==> config.mk <==
export PLATFORM = sky130hd
export DESIGN_NAME = dtp_top
export DESIGN_NICKNAME = d
export VERILOG_FILES = /design/src/core/dtp_pkg.sv /design/src/core/dtp_top.sv /design/src/core/dtp_sync.sv /design/src/core/dtp_pwm_chan.sv
export SDC_FILE = /design/constraint.sdc
export NUM_CORES = 1
export LEC_CHECK = 0
export BUFFER_PORTS_ARGS = -buffer_cell sky130_fd_sc_hd__buf_2
export CORE_AREA = 2 2 135 137
export CTS_BUF_LIST = sky130_fd_sc_hd__clkbuf_4
export DETAILED_ROUTE_END_ITERATION = 8
export DIE_AREA = 0 0 137 139
export PLACE_DENSITY_LB_ADDON = 0.08
export SYNTH_ARGS = -nofsm -noshare
export SYNTH_HDL_FRONTEND = slang
export SYNTH_SLANG_ARGS = --single-unit
==> constraint.sdc <==
create_clock -name clk -period 2.61 [get_ports clk]
set_input_delay 0.522 -clock clk [delete_from_list [all_inputs] [get_ports clk]]
set_output_delay 0.522 -clock clk [all_outputs]
set_load 0.01 [all_outputs]
==> src/core/dtp_pkg.sv <==
// dtp_pkg: register map, field positions, reset values and timing for the dual timer pwm unit
// assumes one 200 MHz core clock standing in for the oscillator and an apb register port
`default_nettype none
package dtp_pkg;
    // apb register byte offsets
    localparam logic [7:0] OFS_TIMER_CTRL = 8'h00;
    localparam logic [7:0] OFS_PULSE_CTRL = 8'h04;
    localparam logic [7:0] OFS_PERIOD_A = 8'h08;
    localparam logic [7:0] OFS_PERIOD_B = 8'h0C;
    localparam logic [7:0] OFS_COUNT_A = 8'h10;
    localparam logic [7:0] OFS_COUNT_B = 8'h14;
    localparam logic [7:0] OFS_FLAGS = 8'h18;
    localparam logic [7:0] OFS_IRQ_EN = 8'h1C;
    localparam logic [7:0] OFS_DUTY0_HIGH = 8'h20;
    localparam logic [7:0] OFS_DUTY0_LOW = 8'h24;
    localparam logic [7:0] OFS_DUTY1_HIGH = 8'h28;
    localparam logic [7:0] OFS_DUTY1_LOW = 8'h2C;
    localparam logic [7:0] OFS_PORT_CTRL = 8'h30;
    // dual_timer_control fields
    localparam int BIT_A_CLOCK_SELECT = 0;
    localparam int BIT_A_RUN_ENABLE = 1;
    localparam int BIT_B_CLOCK_SELECT = 2;
    localparam int BIT_B_RUN_ENABLE = 3;
    localparam int BIT_WIDE_MODE = 4;
    // pulse_control fields
    localparam int BIT_CH0_ENABLE = 0;
    localparam int BIT_CH1_ENABLE = 1;
    localparam int BIT_CH1_TIMEBASE = 2;
    // flag and irq enable fields
    localparam int BIT_FLAG_A = 0;
    localparam int BIT_FLAG_B = 1;
    // duty_low_bits field sits in bits 7:6
    localparam int DUTY_LOW_MSB = 7;
    localparam int DUTY_LOW_LSB = 6;
    // port_ctrl fields: data, direction (1 = input), synced pin level
    localparam int BIT_PORT_A_DATA = 0;
    localparam int BIT_PORT_C_DATA = 1;
    localparam int BIT_PORT_A_DIR = 2;
    localparam int BIT_PORT_C_DIR = 3;
    localparam int BIT_PORT_A_PIN = 4;
    localparam int BIT_PORT_C_PIN = 5;
    // reset values
    localparam logic [4:0] RST_TIMER_CTRL = 5'h00;
    localparam logic [2:0] RST_PULSE_CTRL = 3'h0;
    localparam logic [7:0] RST_PERIOD = 8'hFF;
    localparam logic [7:0] RST_COUNT = 8'h00;
    localparam logic [7:0] RST_DUTY_HIGH = 8'h00;
    localparam logic [1:0] RST_DUTY_LOW = 2'h0;
    localparam logic [1:0] RST_PORT_DATA = 2'h0;
    localparam logic [1:0] RST_PORT_DIR = 2'h3;
    // instruction clock is the oscillator divided by four
    localparam int OSC_PER_INSTR = 4;
    localparam logic [1:0] PHASE_LAST = 2'(OSC_PER_INSTR - 1);
endpackage : dtp_pkg
`default_nettype wire

==> src/core/dtp_top.sv <==
// dtp_top: two 8-bit period timers (joinable to 16 bits) and two 10-bit pwm outputs
// assumes clk is the oscillator, registers are reached over apb, pins are asynchronous
//
// Design decisions made here: the register offsets and the APB interface to the registers.
`default_nettype none
module dtp_top (
    input wire logic clk,
    input wire logic rstn,
    input wire logic psel,
    input wire logic penable,
    input wire logic pwrite,
    input wire logic [7:0] paddr,
    input wire logic [31:0] pwdata,
    output logic [31:0] prdata,
    output logic pready,
    output logic pslverr,
    input wire logic external_count_pin,
    input wire logic port_a_bit0_pin_i,
    output logic port_a_bit0_pin_o,
    output logic port_a_bit0_pin_oe,
    input wire logic port_c_bit0_pin_i,
    output logic port_c_bit0_pin_o,
    output logic port_c_bit0_pin_oe,
    output logic timer_a_irq,
    output logic timer_b_irq
);
    import dtp_pkg::*;

    // software-visible state and the oscillator phase
    logic [4:0] dual_timer_control;
    logic [2:0] pulse_control;
    logic [7:0] timer_a_period;
    logic [7:0] timer_b_period;
    logic [7:0] timer_a_count;
    logic [7:0] timer_b_count;
    logic [1:0] timer_flags;
    logic [1:0] timer_irq_enable;
    logic [7:0] duty_high_byte [2];
    logic [1:0] duty_low_bits [2];
    logic [1:0] port_data;
    logic [1:0] port_dir;
    logic [1:0] phase;

    logic [4:0] next_dual_timer_control;
    logic [2:0] next_pulse_control;
    logic [7:0] next_timer_a_period;
    logic [7:0] next_timer_b_period;
    logic [7:0] next_timer_a_count;
    logic [7:0] next_timer_b_count;
    logic [1:0] next_timer_flags;
    logic [1:0] next_timer_irq_enable;
    logic [7:0] next_duty_high_byte [2];
    logic [1:0] next_duty_low_bits [2];
    logic [1:0] next_port_data;
    logic [1:0] next_port_dir;
    logic [1:0] next_phase;
    logic [31:0] next_prdata;
    logic next_pready;
    logic next_pslverr;
    logic next_port_a_bit0_pin_o;
    logic next_port_a_bit0_pin_oe;
    logic next_port_c_bit0_pin_o;
    logic next_port_c_bit0_pin_oe;
    logic next_timer_a_irq;
    logic next_timer_b_irq;

    logic [2:0] pin_raw;
    logic [2:0] pin_level;
    logic [2:0] pin_fall;
    logic wr_en;
    logic rd_phase;
    logic instr_tick;
    logic wide_mode_select;
    logic timer_a_run_enable;
    logic timer_b_run_enable;
    logic timer_a_clock_select;
    logic timer_b_clock_select;
    logic count_a_tick;
    logic count_b_tick;
    logic roll_a;
    logic roll_b;
    logic [1:0] pwm_wave;
    logic [1:0] pwm_start;
    logic [9:0] pwm_position [2];
    logic [9:0] duty_value [2];

    // sticky flag: hardware set beats a software clear in the same cycle
    function automatic logic flag_update(input logic cur, input logic set, input logic clr);
        flag_update = set | (cur & ~clr);
    endfunction : flag_update

    // address decode shared by read and write paths
    function automatic logic is_mapped(input logic [7:0] addr);
        case (addr)
            OFS_TIMER_CTRL, OFS_PULSE_CTRL, OFS_PERIOD_A, OFS_PERIOD_B,
            OFS_COUNT_A, OFS_COUNT_B, OFS_FLAGS, OFS_IRQ_EN,
            OFS_DUTY0_HIGH, OFS_DUTY0_LOW, OFS_DUTY1_HIGH, OFS_DUTY1_LOW,
            OFS_PORT_CTRL: is_mapped = 1'b1;
            default: is_mapped = 1'b0;
        endcase
    endfunction : is_mapped

    // every pin passes two flops before any logic looks at it
    assign pin_raw = {port_c_bit0_pin_i, port_a_bit0_pin_i, external_count_pin};
    generate
        for (genvar i = 0; i < 3; i++) begin : g_pin_sync
            dtp_sync u_sync (
                .clk(clk),
                .rstn(rstn),
                .pin(pin_raw[i]),
                .level(pin_level[i]),
                .fall(pin_fall[i])
            );
        end
    endgenerate

    // apb handshake: one wait state, the write lands on the pready edge
    assign rd_phase = psel & penable & ~pready;
    assign wr_en = psel & penable & pready & pwrite & is_mapped(paddr);

    // control field aliases
    assign wide_mode_select = dual_timer_control[BIT_WIDE_MODE];
    assign timer_a_run_enable = dual_timer_control[BIT_A_RUN_ENABLE];
    assign timer_b_run_enable = dual_timer_control[BIT_B_RUN_ENABLE];
    assign timer_a_clock_select = dual_timer_control[BIT_A_CLOCK_SELECT];
    assign timer_b_clock_select = dual_timer_control[BIT_B_CLOCK_SELECT];

    // oscillator phase and instruction tick, one every four cycles
    assign instr_tick = (phase == PHASE_LAST);
    assign count_a_tick = timer_a_clock_select ? pin_fall[0] : instr_tick;
    // in wide mode b's select is ignored, whole counter follows a
    assign count_b_tick = wide_mode_select ? count_a_tick :
        (timer_b_clock_select ? pin_fall[0] : instr_tick);

    // timers: count, match, wrap; a software write to a count wins
    always_comb begin
        next_phase = 2'(phase + 2'h1);
        next_timer_a_count = timer_a_count;
        next_timer_b_count = timer_b_count;
        roll_a = 1'b0;
        roll_b = 1'b0;
        if (wide_mode_select) begin
            if (timer_a_run_enable && count_a_tick) begin
                if (timer_b_run_enable) begin
                    if ({timer_b_count, timer_a_count} == {timer_b_period, timer_a_period}) begin
                        next_timer_a_count = RST_COUNT;
                        next_timer_b_count = RST_COUNT;
                        roll_a = 1'b1;
                    end else begin
                        {next_timer_b_count, next_timer_a_count} =
                            16'({timer_b_count, timer_a_count} + 16'h0001);
                    end
                end else begin
                    next_timer_a_count = 8'(timer_a_count + 8'h01);
                end
            end
        end else begin
            if (timer_a_run_enable && count_a_tick) begin
                if (timer_a_count == timer_a_period) begin
                    next_timer_a_count = RST_COUNT;
                    roll_a = 1'b1;
                end else begin
                    next_timer_a_count = 8'(timer_a_count + 8'h01);
                end
            end
            if (timer_b_run_enable && count_b_tick) begin
                if (timer_b_count == timer_b_period) begin
                    next_timer_b_count = RST_COUNT;
                    roll_b = 1'b1;
                end else begin
                    next_timer_b_count = 8'(timer_b_count + 8'h01);
                end
            end
        end
        if (wr_en && paddr == OFS_COUNT_A) begin
            next_timer_a_count = pwdata[7:0];
        end
        if (wr_en && paddr == OFS_COUNT_B) begin
            next_timer_b_count = pwdata[7:0];
        end
    end

    // register writes and sticky flags
    always_comb begin
        next_dual_timer_control = dual_timer_control;
        next_pulse_control = pulse_control;
        next_timer_a_period = timer_a_period;
        next_timer_b_period = timer_b_period;
        next_timer_irq_enable = timer_irq_enable;
        next_duty_high_byte = duty_high_byte;
        next_duty_low_bits = duty_low_bits;
        next_port_data = port_data;
        next_port_dir = port_dir;
        if (wr_en) begin
            case (paddr)
                OFS_TIMER_CTRL: next_dual_timer_control = pwdata[4:0];
                OFS_PULSE_CTRL: next_pulse_control = pwdata[2:0];
                OFS_PERIOD_A: next_timer_a_period = pwdata[7:0];
                OFS_PERIOD_B: next_timer_b_period = pwdata[7:0];
                OFS_IRQ_EN: next_timer_irq_enable = pwdata[1:0];
                OFS_DUTY0_HIGH: next_duty_high_byte[0] = pwdata[7:0];
                OFS_DUTY0_LOW: next_duty_low_bits[0] = pwdata[DUTY_LOW_MSB:DUTY_LOW_LSB];
                OFS_DUTY1_HIGH: next_duty_high_byte[1] = pwdata[7:0];
                OFS_DUTY1_LOW: next_duty_low_bits[1] = pwdata[DUTY_LOW_MSB:DUTY_LOW_LSB];
                OFS_PORT_CTRL: begin
                    next_port_data = pwdata[BIT_PORT_C_DATA:BIT_PORT_A_DATA];
                    next_port_dir = pwdata[BIT_PORT_C_DIR:BIT_PORT_A_DIR];
                end
                default: next_port_data = port_data;
            endcase
        end
        // write one to clear; only the rollover can set a flag
        next_timer_flags[BIT_FLAG_A] = flag_update(timer_flags[BIT_FLAG_A], roll_a,
            wr_en && paddr == OFS_FLAGS && pwdata[BIT_FLAG_A]);
        next_timer_flags[BIT_FLAG_B] = flag_update(timer_flags[BIT_FLAG_B], roll_b,
            wr_en && paddr == OFS_FLAGS && pwdata[BIT_FLAG_B]);
        // request lines gated by enable
        next_timer_a_irq = next_timer_flags[BIT_FLAG_A] & timer_irq_enable[BIT_FLAG_A];
        next_timer_b_irq = next_timer_flags[BIT_FLAG_B] & timer_irq_enable[BIT_FLAG_B];
    end

    // apb read data, captured in the first access cycle
    always_comb begin
        next_pready = rd_phase;
        next_pslverr = rd_phase & ~is_mapped(paddr);
        next_prdata = prdata;
        if (rd_phase) begin
            next_prdata = 32'h00000000;
            if (!pwrite) begin
                case (paddr)
                    OFS_TIMER_CTRL: next_prdata[4:0] = dual_timer_control;
                    OFS_PULSE_CTRL: next_prdata[2:0] = pulse_control;
                    OFS_PERIOD_A: next_prdata[7:0] = timer_a_period;
                    OFS_PERIOD_B: next_prdata[7:0] = timer_b_period;
                    OFS_COUNT_A: next_prdata[7:0] = timer_a_count;
                    OFS_COUNT_B: next_prdata[7:0] = timer_b_count;
                    OFS_FLAGS: next_prdata[1:0] = timer_flags;
                    OFS_IRQ_EN: next_prdata[1:0] = timer_irq_enable;
                    OFS_DUTY0_HIGH: next_prdata[7:0] = duty_high_byte[0];
                    OFS_DUTY0_LOW: next_prdata[DUTY_LOW_MSB:DUTY_LOW_LSB] = duty_low_bits[0];
                    OFS_DUTY1_HIGH: next_prdata[7:0] = duty_high_byte[1];
                    OFS_DUTY1_LOW: next_prdata[DUTY_LOW_MSB:DUTY_LOW_LSB] = duty_low_bits[1];
                    OFS_PORT_CTRL: begin
                        next_prdata[BIT_PORT_C_DATA:BIT_PORT_A_DATA] = port_data;
                        next_prdata[BIT_PORT_C_DIR:BIT_PORT_A_DIR] = port_dir;
                        next_prdata[BIT_PORT_C_PIN:BIT_PORT_A_PIN] = pin_level[2:1];
                    end
                    default: next_prdata = 32'h00000000;
                endcase
            end
        end
    end

    // time base per channel: count extended by oscillator phase gives 4 tosc per step
    assign pwm_position[0] = {timer_a_count, phase};
    assign pwm_start[0] = roll_a;
    assign pwm_position[1] = pulse_control[BIT_CH1_TIMEBASE] ?
        {timer_b_count, phase} : {timer_a_count, phase};
    assign pwm_start[1] = pulse_control[BIT_CH1_TIMEBASE] ? roll_b : roll_a;
    // wide mode with pwm enabled is left to software; the waveform is then undefined
    generate
        for (genvar c = 0; c < 2; c++) begin : g_pwm
            assign duty_value[c] = {duty_high_byte[c], duty_low_bits[c]};
            dtp_pwm_chan u_chan (
                .clk(clk),
                .rstn(rstn),
                .period_start(pwm_start[c]),
                .position(pwm_position[c]),
                .duty_hold(duty_value[c]),
                .wave(pwm_wave[c])
            );
        end
    endgenerate

    // pin drive: enabled pwm overrides data and direction
    always_comb begin
        next_port_a_bit0_pin_o = pulse_control[BIT_CH0_ENABLE] ? pwm_wave[0] : port_data[0];
        next_port_a_bit0_pin_oe = pulse_control[BIT_CH0_ENABLE] | ~port_dir[0];
        next_port_c_bit0_pin_o = pulse_control[BIT_CH1_ENABLE] ? pwm_wave[1] : port_data[1];
        next_port_c_bit0_pin_oe = pulse_control[BIT_CH1_ENABLE] | ~port_dir[1];
    end

    // state registers
    always_ff @(posedge clk or negedge rstn) begin
        if (!rstn) begin
            dual_timer_control <= RST_TIMER_CTRL;
            pulse_control <= RST_PULSE_CTRL;
            timer_a_period <= RST_PERIOD;
            timer_b_period <= RST_PERIOD;
            timer_a_count <= RST_COUNT;
            timer_b_count <= RST_COUNT;
            timer_flags <= 2'h0;
            timer_irq_enable <= 2'h0;
            duty_high_byte[0] <= RST_DUTY_HIGH;
            duty_high_byte[1] <= RST_DUTY_HIGH;
            duty_low_bits[0] <= RST_DUTY_LOW;
            duty_low_bits[1] <= RST_DUTY_LOW;
            port_data <= RST_PORT_DATA;
            port_dir <= RST_PORT_DIR;
            phase <= 2'h0;
            prdata <= 32'h00000000;
            pready <= 1'b0;
            pslverr <= 1'b0;
            port_a_bit0_pin_o <= 1'b0;
            port_a_bit0_pin_oe <= 1'b0;
            port_c_bit0_pin_o <= 1'b0;
            port_c_bit0_pin_oe <= 1'b0;
            timer_a_irq <= 1'b0;
            timer_b_irq <= 1'b0;
        end else begin
            dual_timer_control <= next_dual_timer_control;
            pulse_control <= next_pulse_control;
            timer_a_period <= next_timer_a_period;
            timer_b_period <= next_timer_b_period;
            timer_a_count <= next_timer_a_count;
            timer_b_count <= next_timer_b_count;
            timer_flags <= next_timer_flags;
            timer_irq_enable <= next_timer_irq_enable;
            duty_high_byte <= next_duty_high_byte;
            duty_low_bits <= next_duty_low_bits;
            port_data <= next_port_data;
            port_dir <= next_port_dir;
            phase <= next_phase;
            prdata <= next_prdata;
            pready <= next_pready;
            pslverr <= next_pslverr;
            port_a_bit0_pin_o <= next_port_a_bit0_pin_o;
            port_a_bit0_pin_oe <= next_port_a_bit0_pin_oe;
            port_c_bit0_pin_o <= next_port_c_bit0_pin_o;
            port_c_bit0_pin_oe <= next_port_c_bit0_pin_oe;
            timer_a_irq <= next_timer_a_irq;
            timer_b_irq <= next_timer_b_irq;
        end
    end
endmodule : dtp_top
`default_nettype wire

==> src/core/dtp_sync.sv <==
// dtp_sync: two-stage synchroniser for a pin, with a falling-edge pulse
// assumes the pin is asynchronous to clk; the first stage feeds only the second
`default_nettype none
module dtp_sync (
    input wire logic clk,
    input wire logic rstn,
    input wire logic pin,
    output logic level,
    output logic fall
);
    import dtp_pkg::*;
    logic meta;
    logic prev;
    logic next_fall;

    // edge taken between second stage and its delayed copy
    always_comb begin
        next_fall = prev & ~level;
    end

    // synchroniser chain and edge history
    always_ff @(posedge clk or negedge rstn) begin
        if (!rstn) begin
            meta <= 1'b1;
            level <= 1'b1;
            prev <= 1'b1;
            fall <= 1'b0;
        end else begin
            meta <= pin;
            level <= meta;
            prev <= level;
            fall <= next_fall;
        end
    end
endmodule : dtp_sync
`default_nettype wire

==> src/core/dtp_pwm_chan.sv <==
// dtp_pwm_chan: one pwm channel with active duty latch and compare against the time base
// assumes period_start pulses on the edge at which the time base returns to zero
`default_nettype none
module dtp_pwm_chan (
    input wire logic clk,
    input wire logic rstn,
    input wire logic period_start,
    input wire logic [9:0] position,
    input wire logic [9:0] duty_hold,
    output logic wave
);
    import dtp_pkg::*;
    logic [9:0] duty_active;
    logic [9:0] next_duty_active;
    logic next_wave;

    // holding latch copied only at a new period; output set then unless the new duty is zero, cleared at the duty point
    always_comb begin
        next_duty_active = duty_active;
        next_wave = wave;
        if (period_start) begin
            next_duty_active = duty_hold;
            next_wave = (duty_hold != 10'h000);
        end else if (wave && (10'(position + 10'h001) == duty_active)) begin
            next_wave = 1'b0;
        end
    end

    // a duty above the last position never clears the output: period_start wins a match at the last position, so it stays high
    always_ff @(posedge clk or negedge rstn) begin
        if (!rstn) begin
            duty_active <= 10'h000;
            wave <= 1'b0;
        end else begin
            duty_active <= next_duty_active;
            wave <= next_wave;
        end
    end
endmodule : dtp_pwm_chan
`default_nettype wire

Word-level counts from Yosys, hierarchy flattened
Memory sizes are Yosys's and may differ from the RTL's.
Cells that the tools add are included.
- bitwise gates (word level): 22
- shift-type cells: 0
- magnitude comparators: 0
- equality and inequality tests: 20
- multiply operators: 0
- reductions and logical operators: 28
- multiplexer cells: 42
- div/mod/pow operators: 0
- add/sub/neg operators: 6
- operators by type and width (cell ; count):
    $mux W8 ; 15
    $eq A8 B6 Y1 const B ; 5
    $eq A8 B5 Y1 const B ; 4
    $pmux W2 S8 ; 2
    $pmux W2 S11 ; 1
    $mux W1 ; 21
    $add A10 B1 Y10 const B ; 2
    $eq A10 B10 Y1 ; 2
    $reduce_and A2 Y1 ; 10
    $reduce_bool A10 Y1 ; 2
    $add A16 B1 Y16 const B ; 1
    $add A8 B1 Y8 const B ; 2
    $eq A16 B16 Y1 ; 1
    $eq A8 B4 Y1 const B ; 2
    $eq A8 B8 Y1 ; 2
    $and A1 B1 Y1 ; 11
    $mux W10 ; 1
    $logic_and A1 B1 Y1 ; 9
    $pmux W1 S9 ; 1
    $eq A8 B3 Y1 const B ; 1
    $logic_not A8 Y1 ; 1
    $not A1 Y1 ; 7
    $pmux W1 S7 ; 1
    $reduce_bool A2 Y1 ; 3
    other kinds (8) ; 11
- register bits: 140
- bits of input ports: 48
- RAM bits: 0
- bits in read-only memories: 128
- memories kept: 2
- logic and storage cells: 156
- bits in latches: 0
- output and inout bits: 40
- memory list (name ; depth ; bits a word ; rd ports ; clocked after memory_dff ; wr ports ; RTL line ; source):
    (name not given) ; 64 ; 1 ; 1 ; 0 ; 0 ; dtp_top.sv:94 ; case (addr)
    (name not given) ; 64 ; 1 ; 1 ; 0 ; 0 ; dtp_top.sv:94 ;

Longest topological paths before layout
Gate-level depths: netlist of the first run.
- depth in word-level cells: 10
- gate-level depth with buffers: 9
- depth with buffers taken out: 7

Modules after synthesis
Synthesis of the first run repeated with hierarchy kept, for this count alone.
- cells, all modules: 665
- area total of the unflattened synthesis: 7279.5 um^2
- modules (own cells, without submodules) (module ; instances ; area an instance (um^2) ; seq. area each (um^2) ; cells an instance):
    dtp_top ; 1 ; 5417.7 ; 2174.6 ; 502
    dtp_pwm_chan ; 2 ; 754.5 ; 275.3 ; 74
    dtp_sync ; 3 ; 117.6 ; 103.8 ; 5

Worst setup path before layout of the first run
No wires, ideal clock.
- kind: input to register
- start point: input port paddr[1]
- end point: register duty_high_byte[10] in the netlist's numbering
- cell stages on the path: 7
- setup slack: 281 ps
- library setup time: 125 ps
- required time: 2485 ps
- buffers on the path: 2
- arrival time: 2204 ps
- path through: buf_6 -> or4_4 -> a31oi_2 -> nand2b_1 -> buf_6 -> nor3_4 -> mux2_2
- word-level cells in the longest chain between the ends: 4
- elaborated cells on any way between the ends: 5
- RTL lines (element ; RTL line ; source):
    start, declared ; dtp_top.sv:12 ; input wire logic [7:0] paddr,
    $mem_v2 Z64 W1 ; - ;
    $mux W1 ; dtp_top.sv:94 ;
    $and A1 B1 Y1 ; dtp_top.sv:119 ; assign wr_en = psel & penable & pready & pwrite & is_mapped(paddr);
    $reduce_and A2 Y1 (no line) (*) ; - ;
    end signal, assigned ; dtp_top.sv:319 ; duty_high_byte <= next_duty_high_byte;
    end, declared ; dtp_top.sv:38 ; logic [7:0] duty_high_byte [2];
Every way passes the cells marked *; elsewhere a longest branch is shown, timed or not.
A chain may end at the register's enable or synchronous reset.

Worst setup path after layout of the first run
- start point: register timer_a_count[0]
- end point: register g_pwm[1].u_chan.duty_active[7]
- word-level cells in the longest chain between the ends: 6
- elaborated cells on any way between the ends: 9
- RTL lines (element ; RTL line ; source):
    start, declared ; dtp_top.sv:34 ; logic [7:0] timer_a_count;
    start signal, assigned ; dtp_top.sv:315 ; timer_a_count <= next_timer_a_count;
    $eq A16 B16 Y1 ; dtp_top.sv:145 ; if ({timer_b_count, timer_a_count} == {timer_b_period, timer_a_period}) begin
    $mux W1 ; dtp_top.sv:145 ;
    $mux W1 ; dtp_top.sv:144 ; if (timer_b_run_enable) begin
    $mux W1 ; dtp_top.sv:143 ; if (timer_a_run_enable && count_a_tick) begin
    $mux W1 (*) ; dtp_top.sv:142 ; if (wide_mode_select) begin
    $mux W1 (*) ; dtp_top.sv:259 ; assign pwm_start[1] = pulse_control[BIT_CH1_TIMEBASE] ? roll_b : roll_a;
    end signal, assigned ; dtp_pwm_chan.sv:35 ; duty_active <= next_duty_active;
    end, declared ; dtp_pwm_chan.sv:13 ; logic [9:0] duty_active;
Marked as above.

==> results.md, run 1 <==
* Status: complete, no violations
* Detailed Route WL at 22,060 um
* Final Util at roughly 45%
* First-pass GRT wire length at approximately 34,000 um
* Fin crit period at around 2.4 ns
* CTS tree: yes
* Critical-path top delay cell: dfrtp_1
* Hold slack at 0.06602 ns
* Fraction of layout cells with a size suffix above 1 at 31.69%
* Measured slew at the worst slew-check pin at ~0.55 ns
* Max-Cap Viols at 0
* Sw Ratio at between 20% and 30%
* Die Y at between 100 and 150 um
* Row Count at between 40 and 50
* CTS Buf Count at 17
* Setup Skew at around 0.023 ns
* Crit Path Category: reg -> reg
* Fin crit share at 91.34%
* Power Internal at around 0.0025 W
* Upper clock frequency limit at between 400 and 500 MHz
* Leading area contributor after synthesis: dfrtp_1
* Final Hold Fails at 0
* Antenna viol nets, final at 0
* Initial antenna violation count at 1
* Commonest cells in the netlist: dfrtp_1, mux2_2, nand2_1
* Wirelength per Cell at between 20 and 25 um
* Final setup fails at 0
* Num Clock Sinks at between 100 and 150
* Post-synthesis register bit count at 116
* Top-count cell post-synth: dfrtp_1
* Die Wd at 137 um
* Finished Layout Cells at between 1,000 and 1,500
* Seq pwr share at between 50% and 60%
* WP data arrival at 2.82 ns
* Max_slew headroom at around 63%
* RSZ-0062 raised after global routing: no
* Post-Place Cell Area at approximately 0.0076 mm^2
* Sequential share of the synthesized area at ~43%
* Clock latency on the worst-skew pair at 0.56 ns
* Average size of a mapped cell at between 10 and 15 um^2
* Crit end category: flop
* Cells after Synth at about 690
* Max incr delay on CP at 0.67 ns
* Synth area leaders: dfrtp_1, mux2_2, dfstp_2, xnor2_1, nand2_1
* Number of global-route vias before repair at 5,538
* Fill count at between 1,500 and 2,000
* Most used cell, CP: buf_4
* Synth unique cells at slightly above 70
* HPWL Detailed at roughly 16,000 um
* Fin nets at 811
* Core area at 0.01766 mm^2
* Fin area at slightly below 0.008 mm^2
* DRC Markers at 0
* Worst Path Max Fanout at 11
* Min-delay worst type: in -> reg
* CTS Root Cell: clkbuf_4
* Starting Density at between 30% and 40%
* All-Layer GR Usage at between 20% and 30%
* Routed via count at 5,594
* CTS H-tree depth at 4
* Top_reg_cell synth: dfrtp_1
* Pre-Repair DR Iteration Count at 5
* Largest net degree at the start of global routing at 48
* Clk pin slew, worst setup/hold paths at approximately 0.12 ns
* Post-CTS setup repair buffer count at 0
* Synth top area share at around 33%
* Cell leakage power at roughly 3.4 nW
* Gp weighted congestion at a little over 0.9
* Yosys Warn Count at 0
* Max VDD drop at 0.0004228 V
* PwrDens at ~430 mW/mm^2
* Placed Cells at between 900 and 1,000
* Fin Setup TNS at 0 ns
* Max Root-Sink Buffers at 2
* Drt first-iter violations at 500
* Mapped Area at roughly 0.007 mm^2
* EDFF count, synth at 0
* Total gr overflow at 0
* Switching power at a little under 0.001 W
* Logic pwr share at under 10%
* Startpoint types: flop
* I/O Pins at between 80 and 90
* Die footprint at between 0.015 and 0.02 mm^2
* DR vias/cell at ~5.6
* Asr flop ratio synth at 100.0%
* PortBufs at 39
* Req. time, crit path at 3.05 ns
* Clock power frac at around two fifths
* CP cell instances: buf_4 -> xnor2_1 -> nand4_1 -> nor2_1 -> nand3_1 -> o21ai_1 -> buf_4 -> mux2_2
* Area grow syn2layout at 15.01%
* Max-slew violation count at 0
area by class of cell:
class	instances	area (um^2)	share of cell area [%]
clock buffer	17	127.6	1.612
tap	229	286.5	3.619
inverter	8	30.03	0.3793
timing repair buffer	104	743.2	9.387
multi-input combinational	513	3621	45.73
sequential	116	2934	37.06
clock inverter	15	172.7	2.181
antenna	1	2.502	0.03161
through the flow:
step | power (W) | setup WS (ns)
3_5_place_dp | 0.002052 | 0.03816
3_3_place_gp | 0.002050 | 0.04952
4_1_cts | 0.003490 | 0.03795
2_1_floorplan | 0.001954 | 0.2808
6_report | 0.003433 | 0.2260
5_1_grt | 0.003594 | 0.05021
sequential cells by signal, indices dropped and copies added (netlist names), 2 cells and up:
register and cells:
duty_low_bits 4, timer_b_count 8, port_data 2, phase 2
dual_timer_control 5, g_pwm.u_chan.wave 2, pulse_control 3, prdata 8
port_dir 2, timer_b_period 8, timer_flags 2, timer_irq_enable 2
timer_a_count 8, g_pin_sync.u_sync.level 3, g_pin_sync.u_sync.meta 3, timer_a_period 8
duty_high_byte 16, g_pwm.u_chan.duty_active 20
metal layers:
layer	up-vias	part of all wire, %	track usage (%)	wire, um
met5	-	0	0	0
met4	0	2.4	8.247	538
met3	29	4.6	5.007	1006
met2	176	46	37.00	10240
met1	2785	47	34.38	10280
li1	2604	-	-	-
path summary, 6_finish.rpt:
path / start / end / depth (start not counted) / slack, ns
setup / recovery: timer_a_count[0]$_DFFE_PN0P_ / g_pwm[1].u_chan.duty_active[7]$_DFFE_PN0P_ / 8 / 0.23
hold reg to reg: g_pin_sync[2].u_sync.meta$_DFF_PN1_ / g_pin_sync[2].u_sync.level$_DFF_PN1_ / 0 / 0.36
hold / removal: port_a_bit0_pin_i / g_pin_sync[1].u_sync.meta$_DFF_PN1_ / 1 / 0.07
min in group asynchronous: rstn / g_pwm[0].u_chan.duty_active[4]$_DFFE_PN0P_ / 2 / 0.49
setup reg to reg: timer_a_count[0]$_DFFE_PN0P_ / g_pwm[1].u_chan.duty_active[7]$_DFFE_PN0P_ / 8 / 0.23
max in group asynchronous: rstn / g_pin_sync[1].u_sync.level$_DFF_PN1_ / 3 / 1.41
worst max-delay path, delay by kind of cell (launching register included):
kind | cells | cell delay [ns]
mux | 1 | 0.35
simple gates | 3 | 0.53
compound gates | 1 | 0.16
buf+inv | 2 | 0.44
flops | 1 | 0.67
xor+xnor | 1 | 0.12
what timing repair did:
action,in CTS,in global routing
hold buffers,2,1
setup endpoints to repair,0,4
endpoints found under the hold margin,35,1
resized for setup,0,2
cell usage in the layout, fill, tap and decap left out, drive strengths merged, types with 12 or more instances in the layout:
cell | netlist | final
xor2 | 14 | 14
a31oi | 12 | 12
xnor2 | 35 | 35
nor2 | 39 | 39
nor3 | 20 | 20
inv | 8 | 14
dfstp | 25 | 25
buf | 41 | 101
conb | 1 | 24
nand4 | 16 | 16
clkbuf | 30 | 17
a22oi | 14 | 14
nand2 | 66 | 66
a21oi | 17 | 17
o21ai | 30 | 30
mux2 | 70 | 70
dfrtp | 91 | 91
mux2i | 21 | 21
nand3 | 19 | 19
kinds of logic (layout without fill, tap and decap cells):
family,after synthesis,in the layout,share of synthesized area [%]
flops,116,116,42.62
xor+xnor,49,49,6.234
simple gates,219,219,17.01
other cells,1,25,0.05447
compound gates,127,127,12.85
mux,91,91,14.50
fa+ha+maj,3,3,0.5453
buf+inv,79,144,6.180
power groups by stage:
stage	Sequential (W)	Clock (W)	Combinational, W
final	0.00182	0.00141	0.000207
after global routing	0.00182	0.00155	0.000229
after CTS	0.00182	0.00147	0.000206
after detailed placement	0.00185	0	0.000204
after global placement	0.00185	0	0.000202
after floorplan	0.00185	0	0.000106
Note: power is estimated with default switching activity, not from simulation.
==> inputs of run 2 (changes only) <==
Clock period 2.61 ns to 2.68 ns, I/O delays scaled along.
==> results.md, run 2 (same netlist as run 1, synthesis figures left out) <==
* Max VDD drop at 0.0003467 V (was 0.0004228 V)
* Reg with most FFs: g_pwm.u_chan.duty_active (unchanged)
* Setup Skew at 0.02335 ns (was 0.02257 ns)
* Switching power at 0.0008846 W (was 0.0009684 W)
* Wirelength per Cell at 22.21 um (was 22.00 um)
* Die Y at 139 um (unchanged)
* Antenna viol nets, final at 0 (unchanged)
* HPWL Detailed at 16,630 um (was 16,430 um)
* Crit Path Category: reg -> reg (unchanged)
* Die Wd at 137 um (unchanged)
* Detailed Route WL at 22,270 um (was 22,060 um)
* Core area at 0.01766 mm^2 (unchanged)
* Most common cell after layout, fill and taps aside: dfrtp_1 (unchanged)
* CTS tree: yes (unchanged)
* CTS Buf Count at 17 (unchanged)
* Fraction of layout cells with a size suffix above 1 at 31.69% (unchanged)
* Worst reg2reg setup slack at 0.31 ns (was 0.23 ns)
* Upper clock frequency limit at 421.8 MHz (was 419.5 MHz)
* WP data arrival at 2.77 ns (was 2.82 ns)
* RR Endpoint: g_pwm[1].u_chan.wave$_DFFE_PN0P_ (was g_pwm[1].u_chan.duty_active[7]$_DFFE_PN0P_)
* RSZ-0062 raised after global routing: no (unchanged)
* Startpoint types: flop (unchanged)
* I/O Pins at 88 (unchanged)
* Largest net degree at the start of global routing at 49 (was 48)
* Post-CTS setup repair buffer count at 0 (unchanged)
* PortBufs at 39 (unchanged)
* Seq pwr share at 55.6% (was 52.9%)
* Initial antenna violation count at 1 (unchanged)
* Clock latency on the worst-skew pair at 0.53 ns (was 0.56 ns)
* Gp weighted congestion at 0.9162 (was 0.9333)
* Max-slew violation count at 0 (unchanged)
* CTS H-tree depth at 4 (unchanged)
* Fin Setup TNS at 0 ns (unchanged)
* Worst Path Max Fanout at 11 (unchanged)
* Area grow syn2layout at 14.03% (was 15.01%)
* Crit path launch: timer_a_count[1]$_DFFE_PN0P_ (was timer_a_count[0]$_DFFE_PN0P_)
* DRC Markers at 0 (unchanged)
* Max Root-Sink Buffers at 2 (unchanged)
* Total power at 0.003178 W (was 0.003433 W)
* PostCTS Resize Cnt at 0 (unchanged)
* Cell leakage power at 3.420 nW (was 3.443 nW)
* Reg-to-reg startpoint: timer_a_count[1]$_DFFE_PN0P_ (was timer_a_count[0]$_DFFE_PN0P_)
* Req. time, crit path at 3.08 ns (was 3.05 ns)
* Drt first-iter violations at 546 (was 500)
* CTS Root Cell: clkbuf_4 (unchanged)
* Logic pwr share at 6.2% (was 6.0%)
* Status: complete, no violations (unchanged)
* Fill count at 1,716 (was 1,750)
* Power Internal at 0.002293 W (was 0.002464 W)
* Fin crit share at 88.45% (was 91.34%)
* Row Count at 49 (unchanged)
* PwrDens at 404.8 mW/mm^2 (was 433.6 mW/mm^2)
* Finished Layout Cells at 1,003 (unchanged)
* Total gr overflow at 0 (unchanged)
* CTS Hold Bufs at 0 (was 2)
* Final Hold Fails at 0 (unchanged)
* Num Clock Sinks at 116 (unchanged)
* Starting Density at 38.99% (unchanged)
* Crit end category: flop (unchanged)
* Multi-input logic area at 0.003611 mm^2 (was 0.003621 mm^2)
* Final setup fails at 0 (unchanged)
* Regs by FF count: g_pwm.u_chan.duty_active (20), duty_high_byte (16) (unchanged)
* Largest register FFs at 20 (unchanged)
* Clock power frac at 38.2% (was 41.1%)
* Routed via count at 5,698 (was 5,594)
* Most frequent cells in the layout: dfrtp_1, mux2_2, nand2_1, buf_4, buf_2 (unchanged)
* Max_slew headroom at 56.23% (was 62.85%)
* Placed Cells at 970 (was 967)
* Reg2Reg Depth at 6 (was 8)
* Sw Ratio at 27.84% (was 28.21%)
* DR vias/cell at 5.681 (was 5.577)
* Measured slew at the worst slew-check pin at 0.6565 ns (was 0.5521 ns)
* First-pass GRT wire length at 34,070 um (was 34,130 um)
* Min-delay worst type: in -> async (was in -> reg)
* All-Layer GR Usage at 24.43% (was 24.32%)
* Number of global-route vias before repair at 5,547 (was 5,538)
* Fin crit period at 2.371 ns (was 2.384 ns)
* Max-Cap Viols at 0 (unchanged)
* Fin nets at 811 (unchanged)
* Die footprint at 0.01904 mm^2 (unchanged)
* Clk pin slew, worst setup/hold paths at 0.12 ns (about the same)
* Pre-Repair DR Iteration Count at 5 (unchanged)
* Sequential Area at 0.002934 mm^2 (unchanged)
run 2: how the worst max path moves through the flow:
stage | endpoint | slack (ns) | cells after the start
finish | g_pwm[1].u_chan.wave$_DFFE_PN0P_ | 0.31 | 6
CTS | g_pwm[1].u_chan.wave$_DFFE_PN0P_ | 0.30 | 6
global route | g_pwm[1].u_chan.wave$_DFFE_PN0P_ | 0.16 | 6
floorplan | duty_high_byte[10]$_DFFE_PN0P_ | 0.34 | 7
global placement | prdata[4]$_DFFE_PN0P_ | -0.05 | 8
detailed placement | prdata[3]$_DFFE_PN0P_ | 0.03 | 8
run 2: worst max-delay path, cell delays in order, from the launching register on:
cell      delay (ns)
dfrtp_1         0.77
nand4b_1        0.22
a222oi_1        0.46
xnor2_1         0.17
nand4_1         0.09
o41ai_1         0.41
mux2i_1         0.12
run 2: layout make-up:
type / count / share of cell area [%]
antenna: 1 / 0.03188
tap: 229 / 3.650
clock buffer: 18 / 1.721
clock inverter: 14 / 1.626
multi-input combinational: 513 / 46.00
inverter: 8 / 0.3825
sequential: 116 / 37.38
timing repair buffer: 104 / 9.213
run 2: per-layer routing:
| metal | up-vias | share of wire (%) | global-route usage (%) |
|---|---|---|---|
| li1 | 2600 | - | - |
| met1 | 2810 | 46 | 34.65 |
| met2 | 244 | 45 | 36.61 |
| met3 | 44 | 5.7 | 5.373 |
| met4 | 0 | 3.6 | 8.681 |
| met5 | - | 0 | 0 |
run 2: power by group through the flow:
| stage | combinational [W] | sequential (W) | clock, W |
|---|---|---|---|
| 3_5_place_dp | 0.000197 | 0.00180 | 0 |
| 2_1_floorplan | 0.000103 | 0.00180 | 0 |
| 4_1_cts | 0.000198 | 0.00177 | 0.00125 |
| 5_1_grt | 0.000218 | 0.00177 | 0.00133 |
| 6_report | 0.000197 | 0.00177 | 0.00121 |
| 3_3_place_gp | 0.000196 | 0.00180 | 0 |
run 2: through the flow:
| step | setup slack (ns) | util (%) | hold slack [ns] | instance area (um^2) |
|---|---|---|---|---|
| final | 0.3094 | 44.46 | 0.01417 | 7850 |
| after global routing | 0.1628 | 44.46 | 0.02441 | 7850 |
| after CTS | 0.3032 | 44.44 | 0.02184 | 7848 |
| after detailed placement | 0.02554 | 42.96 | 0.3468 | 7585 |
| after global placement | -0.04825 | 42.96 | 0.3465 | 7585 |
| after floorplan | 0.3368 | - | 0.2404 | 6970 |
==> inputs of run 3 (changes only) <==
Settings changed: PLACE_DENSITY_LB_ADDON 0.08 to default.
==> results.md, run 3 (same netlist as run 1, synthesis figures left out) <==
* Max-slew violation count at 0 (unchanged)
* PortBufs at 39 (unchanged)
* Met1 Use GR at 32.08% (was 34.65%)
* Grt met3 use at 5.702% (was 5.373%)
* CTS Buf Count at 17 (unchanged)
* Power Internal at 0.002306 W (was 0.002293 W)
* Detailed Route WL at 21,440 um (was 22,270 um)
* Total gr overflow at 0 (unchanged)
* Measured slew at the worst slew-check pin at 0.7354 ns (was 0.6565 ns)
* Crit end category: flop (unchanged)
* Starting Density at 38.99% (unchanged)
* Clock power frac at 37.0% (was 38.2%)
* Max-Cap Viols at 0 (unchanged)
* Largest register FFs at 20 (unchanged)
* DRC Markers at 0 (unchanged)
* Row Count at 49 (unchanged)
* Final setup fails at 0 (unchanged)
* Area grow syn2layout at 12.78% (was 14.03%)
* Antenna viol nets, final at 0 (unchanged)
* PwrDens at 401.5 mW/mm^2 (was 404.8 mW/mm^2)
* Clk pin slew, worst setup/hold paths at 0.10 ns (was 0.12 ns)
* Die footprint at 0.01904 mm^2 (unchanged)
* Finished Layout Cells at 994 (was 1,003)
* Startpoint types: flop (unchanged)
* I/O Pins at 88 (unchanged)
* Most frequent cells in the layout: dfrtp_1, mux2_2, nand2_1, buf_4, buf_2 (unchanged)
* Critical-path top delay cell: dfrtp_1 (unchanged)
* PostCTS Resize Cnt at 0 (unchanged)
* Crit Path Category: reg -> reg (unchanged)
* Logic pwr share at 6.3% (was 6.2%)
* Post-CTS setup repair buffer count at 0 (unchanged)
* All-Layer GR Usage at 23.61% (was 24.43%)
* Regs by FF count: g_pwm.u_chan.duty_active (20), duty_high_byte (16) (unchanged)
* Top Family by Delay on Critical Path: compound AO/OA/AOI/OAI gates (unchanged)
* Die Y at 139 um (unchanged)
* Core area at 0.01766 mm^2 (unchanged)
* Status: complete, no violations (unchanged)
* Largest net degree at the start of global routing at 49 (unchanged)
* Max VDD drop at 0.0002869 V (was 0.0003467 V)
* CTS H-tree depth at 4 (unchanged)
* Cell leakage power at 3.381 nW (was 3.420 nW)
* Sw Ratio at 26.02% (was 27.84%)
* Max incr delay on CP at 0.80 ns (was 0.77 ns)
* Number of global-route vias before repair at 5,741 (was 5,547)
* CTS Hold Bufs at 1 (was 0)
* Fraction of layout cells with a size suffix above 1 at 30.80% (was 31.69%)
* Final Hold Fails at 0 (unchanged)
* Switching power at 0.0008110 W (was 0.0008846 W)
* CTS tree: yes (unchanged)
* Min-delay worst type: in -> reg (was in -> async)
* Gp weighted congestion at 0.9468 (was 0.9162)
* WP data arrival at 2.92 ns (was 2.77 ns)
* RSZ-0062 raised after global routing: no (unchanged)
* Most common cell after layout, fill and taps aside: dfrtp_1 (unchanged)
* Initial antenna violation count at 1 (unchanged)
* HPWL Detailed at 15,970 um (was 16,630 um)
* Wirelength per Cell at 21.57 um (was 22.21 um)
* Reg with most FFs: g_pwm.u_chan.duty_active (unchanged)
* Num Clock Sinks at 116 (unchanged)
* Setup Skew at 0.02161 ns (was 0.02335 ns)
* DR vias/cell at 5.769 (was 5.681)
* Max_slew headroom at 50.97% (was 56.23%)
* Fin crit share at 94.05% (was 88.45%)
* GRT Max-Usage Layer: met2 (unchanged)
* Worst Path Max Fanout at 11 (unchanged)
* Fin nets at 801 (was 811)
* Routed via count at 5,734 (was 5,698)
* Upper clock frequency limit at 396.7 MHz (was 421.8 MHz)
* Clock latency on the worst-skew pair at 0.54 ns (was 0.53 ns)
* Fin Setup TNS at 0 ns (unchanged)
* Req. time, crit path at 3.08 ns (about the same)
* Drt first-iter violations at 626 (was 546)
* First-pass GRT wire length at 33,610 um (was 34,070 um)
* Placed Cells at 959 (was 970)
* Global-route met2 utilization at 35.48% (was 36.61%)
* Seq pwr share at 56.7% (was 55.6%)
* CTS Root Cell: clkbuf_4 (unchanged)
* Die Wd at 137 um (unchanged)
* Fin crit period at 2.521 ns (was 2.371 ns)
* Buf/Inv on CP at 0 (unchanged)
* Max Root-Sink Buffers at 2 (unchanged)
* CP cell instances: nand4b_1 -> a222oi_1 -> xnor2_1 -> nand4_1 -> o41ai_1 -> mux2i_1 (unchanged)
* Pre-Repair DR Iteration Count at 6 (was 5)
## run 3: cell types whose count changed in the layout (fill, tap and decap cells not counted)
| cell | before | now |
|---|---|---|
| clkinv_2 | 2 | 7 |
| dlygate4sd3_1 | 0 | 1 |
| inv_6 | 4 | 0 |
| clkinvlp_4 | 3 | 2 |
| diode_2 | 1 | 2 |
| clkinv_4 | 3 | 1 |
| buf_4 | 63 | 52 |
| clkinv_1 | 1 | 0 |
| clkbuf_4 | 18 | 21 |
## run 3: final timing paths
check                      slack, ns                                 from                                    to  depth (start not counted)
max                             0.16         timer_a_count[1]$_DFFE_PN0P_      g_pwm[1].u_chan.wave$_DFFE_PN0P_                          6
min                             0.10                    port_a_bit0_pin_i   g_pin_sync[1].u_sync.meta$_DFF_PN1_                          1
max reg2reg                     0.16         timer_a_count[1]$_DFFE_PN0P_      g_pwm[1].u_chan.wave$_DFFE_PN0P_                          6
max in group asynchronous       1.62                                 rstn  g_pin_sync[1].u_sync.level$_DFF_PN1_                          3
min in group asynchronous       0.38                                 rstn        duty_high_byte[10]$_DFFE_PN0P_                          2
min reg2reg                     0.36  g_pin_sync[1].u_sync.meta$_DFF_PN1_  g_pin_sync[1].u_sync.level$_DFF_PN1_                          0
## run 3: cell type report
type	count	area (um^2)
flip-flops and latches	116	2934
diodes	2	5.005
multi-input cells	513	3611
repair buffers	94	650.6
clock inverters	11	88.84
well taps	229	286.5
inverters	8	30.03
clock buffers	21	157.7
fillers	1744	9893
## run 3: metrics by stage
stage                     power [W]  worst slack [ns]  area (um^2)  hold WS (ns)  utilization [%]
after CTS                  0.003149            0.2094         7759       0.05736            43.94
after global placement     0.001994            0.1063         7502        0.3462            42.49
after global routing       0.003266          0.008555         7764       0.03513            43.97
after floorplan            0.001903            0.3368         6970        0.2404                -
final                      0.003117            0.1594         7764        0.1019            43.97
after detailed placement   0.001997           0.06870         7502        0.3472            42.49
## run 3: per-layer routing
metal  wire (um)  share of wire [%]  up-vias
li1            -                  -     2574
met1        9242                 43     2822
met2        9780                 46      289
met3        1585                7.4       49
met4         835                3.9        0
met5           0                  0        -
## run 3: power by group through the flow
| stage | sequential (W) | clock (W) | combinational (W) |
|---|---|---|---|
| final | 0.00177 | 0.00115 | 0.000197 |
| after global routing | 0.00177 | 0.00128 | 0.000216 |
| after CTS | 0.00177 | 0.00118 | 0.000198 |
| after detailed placement | 0.00180 | 0 | 0.000196 |
| after global placement | 0.00180 | 0 | 0.000194 |
| after floorplan | 0.00180 | 0 | 0.000103 |
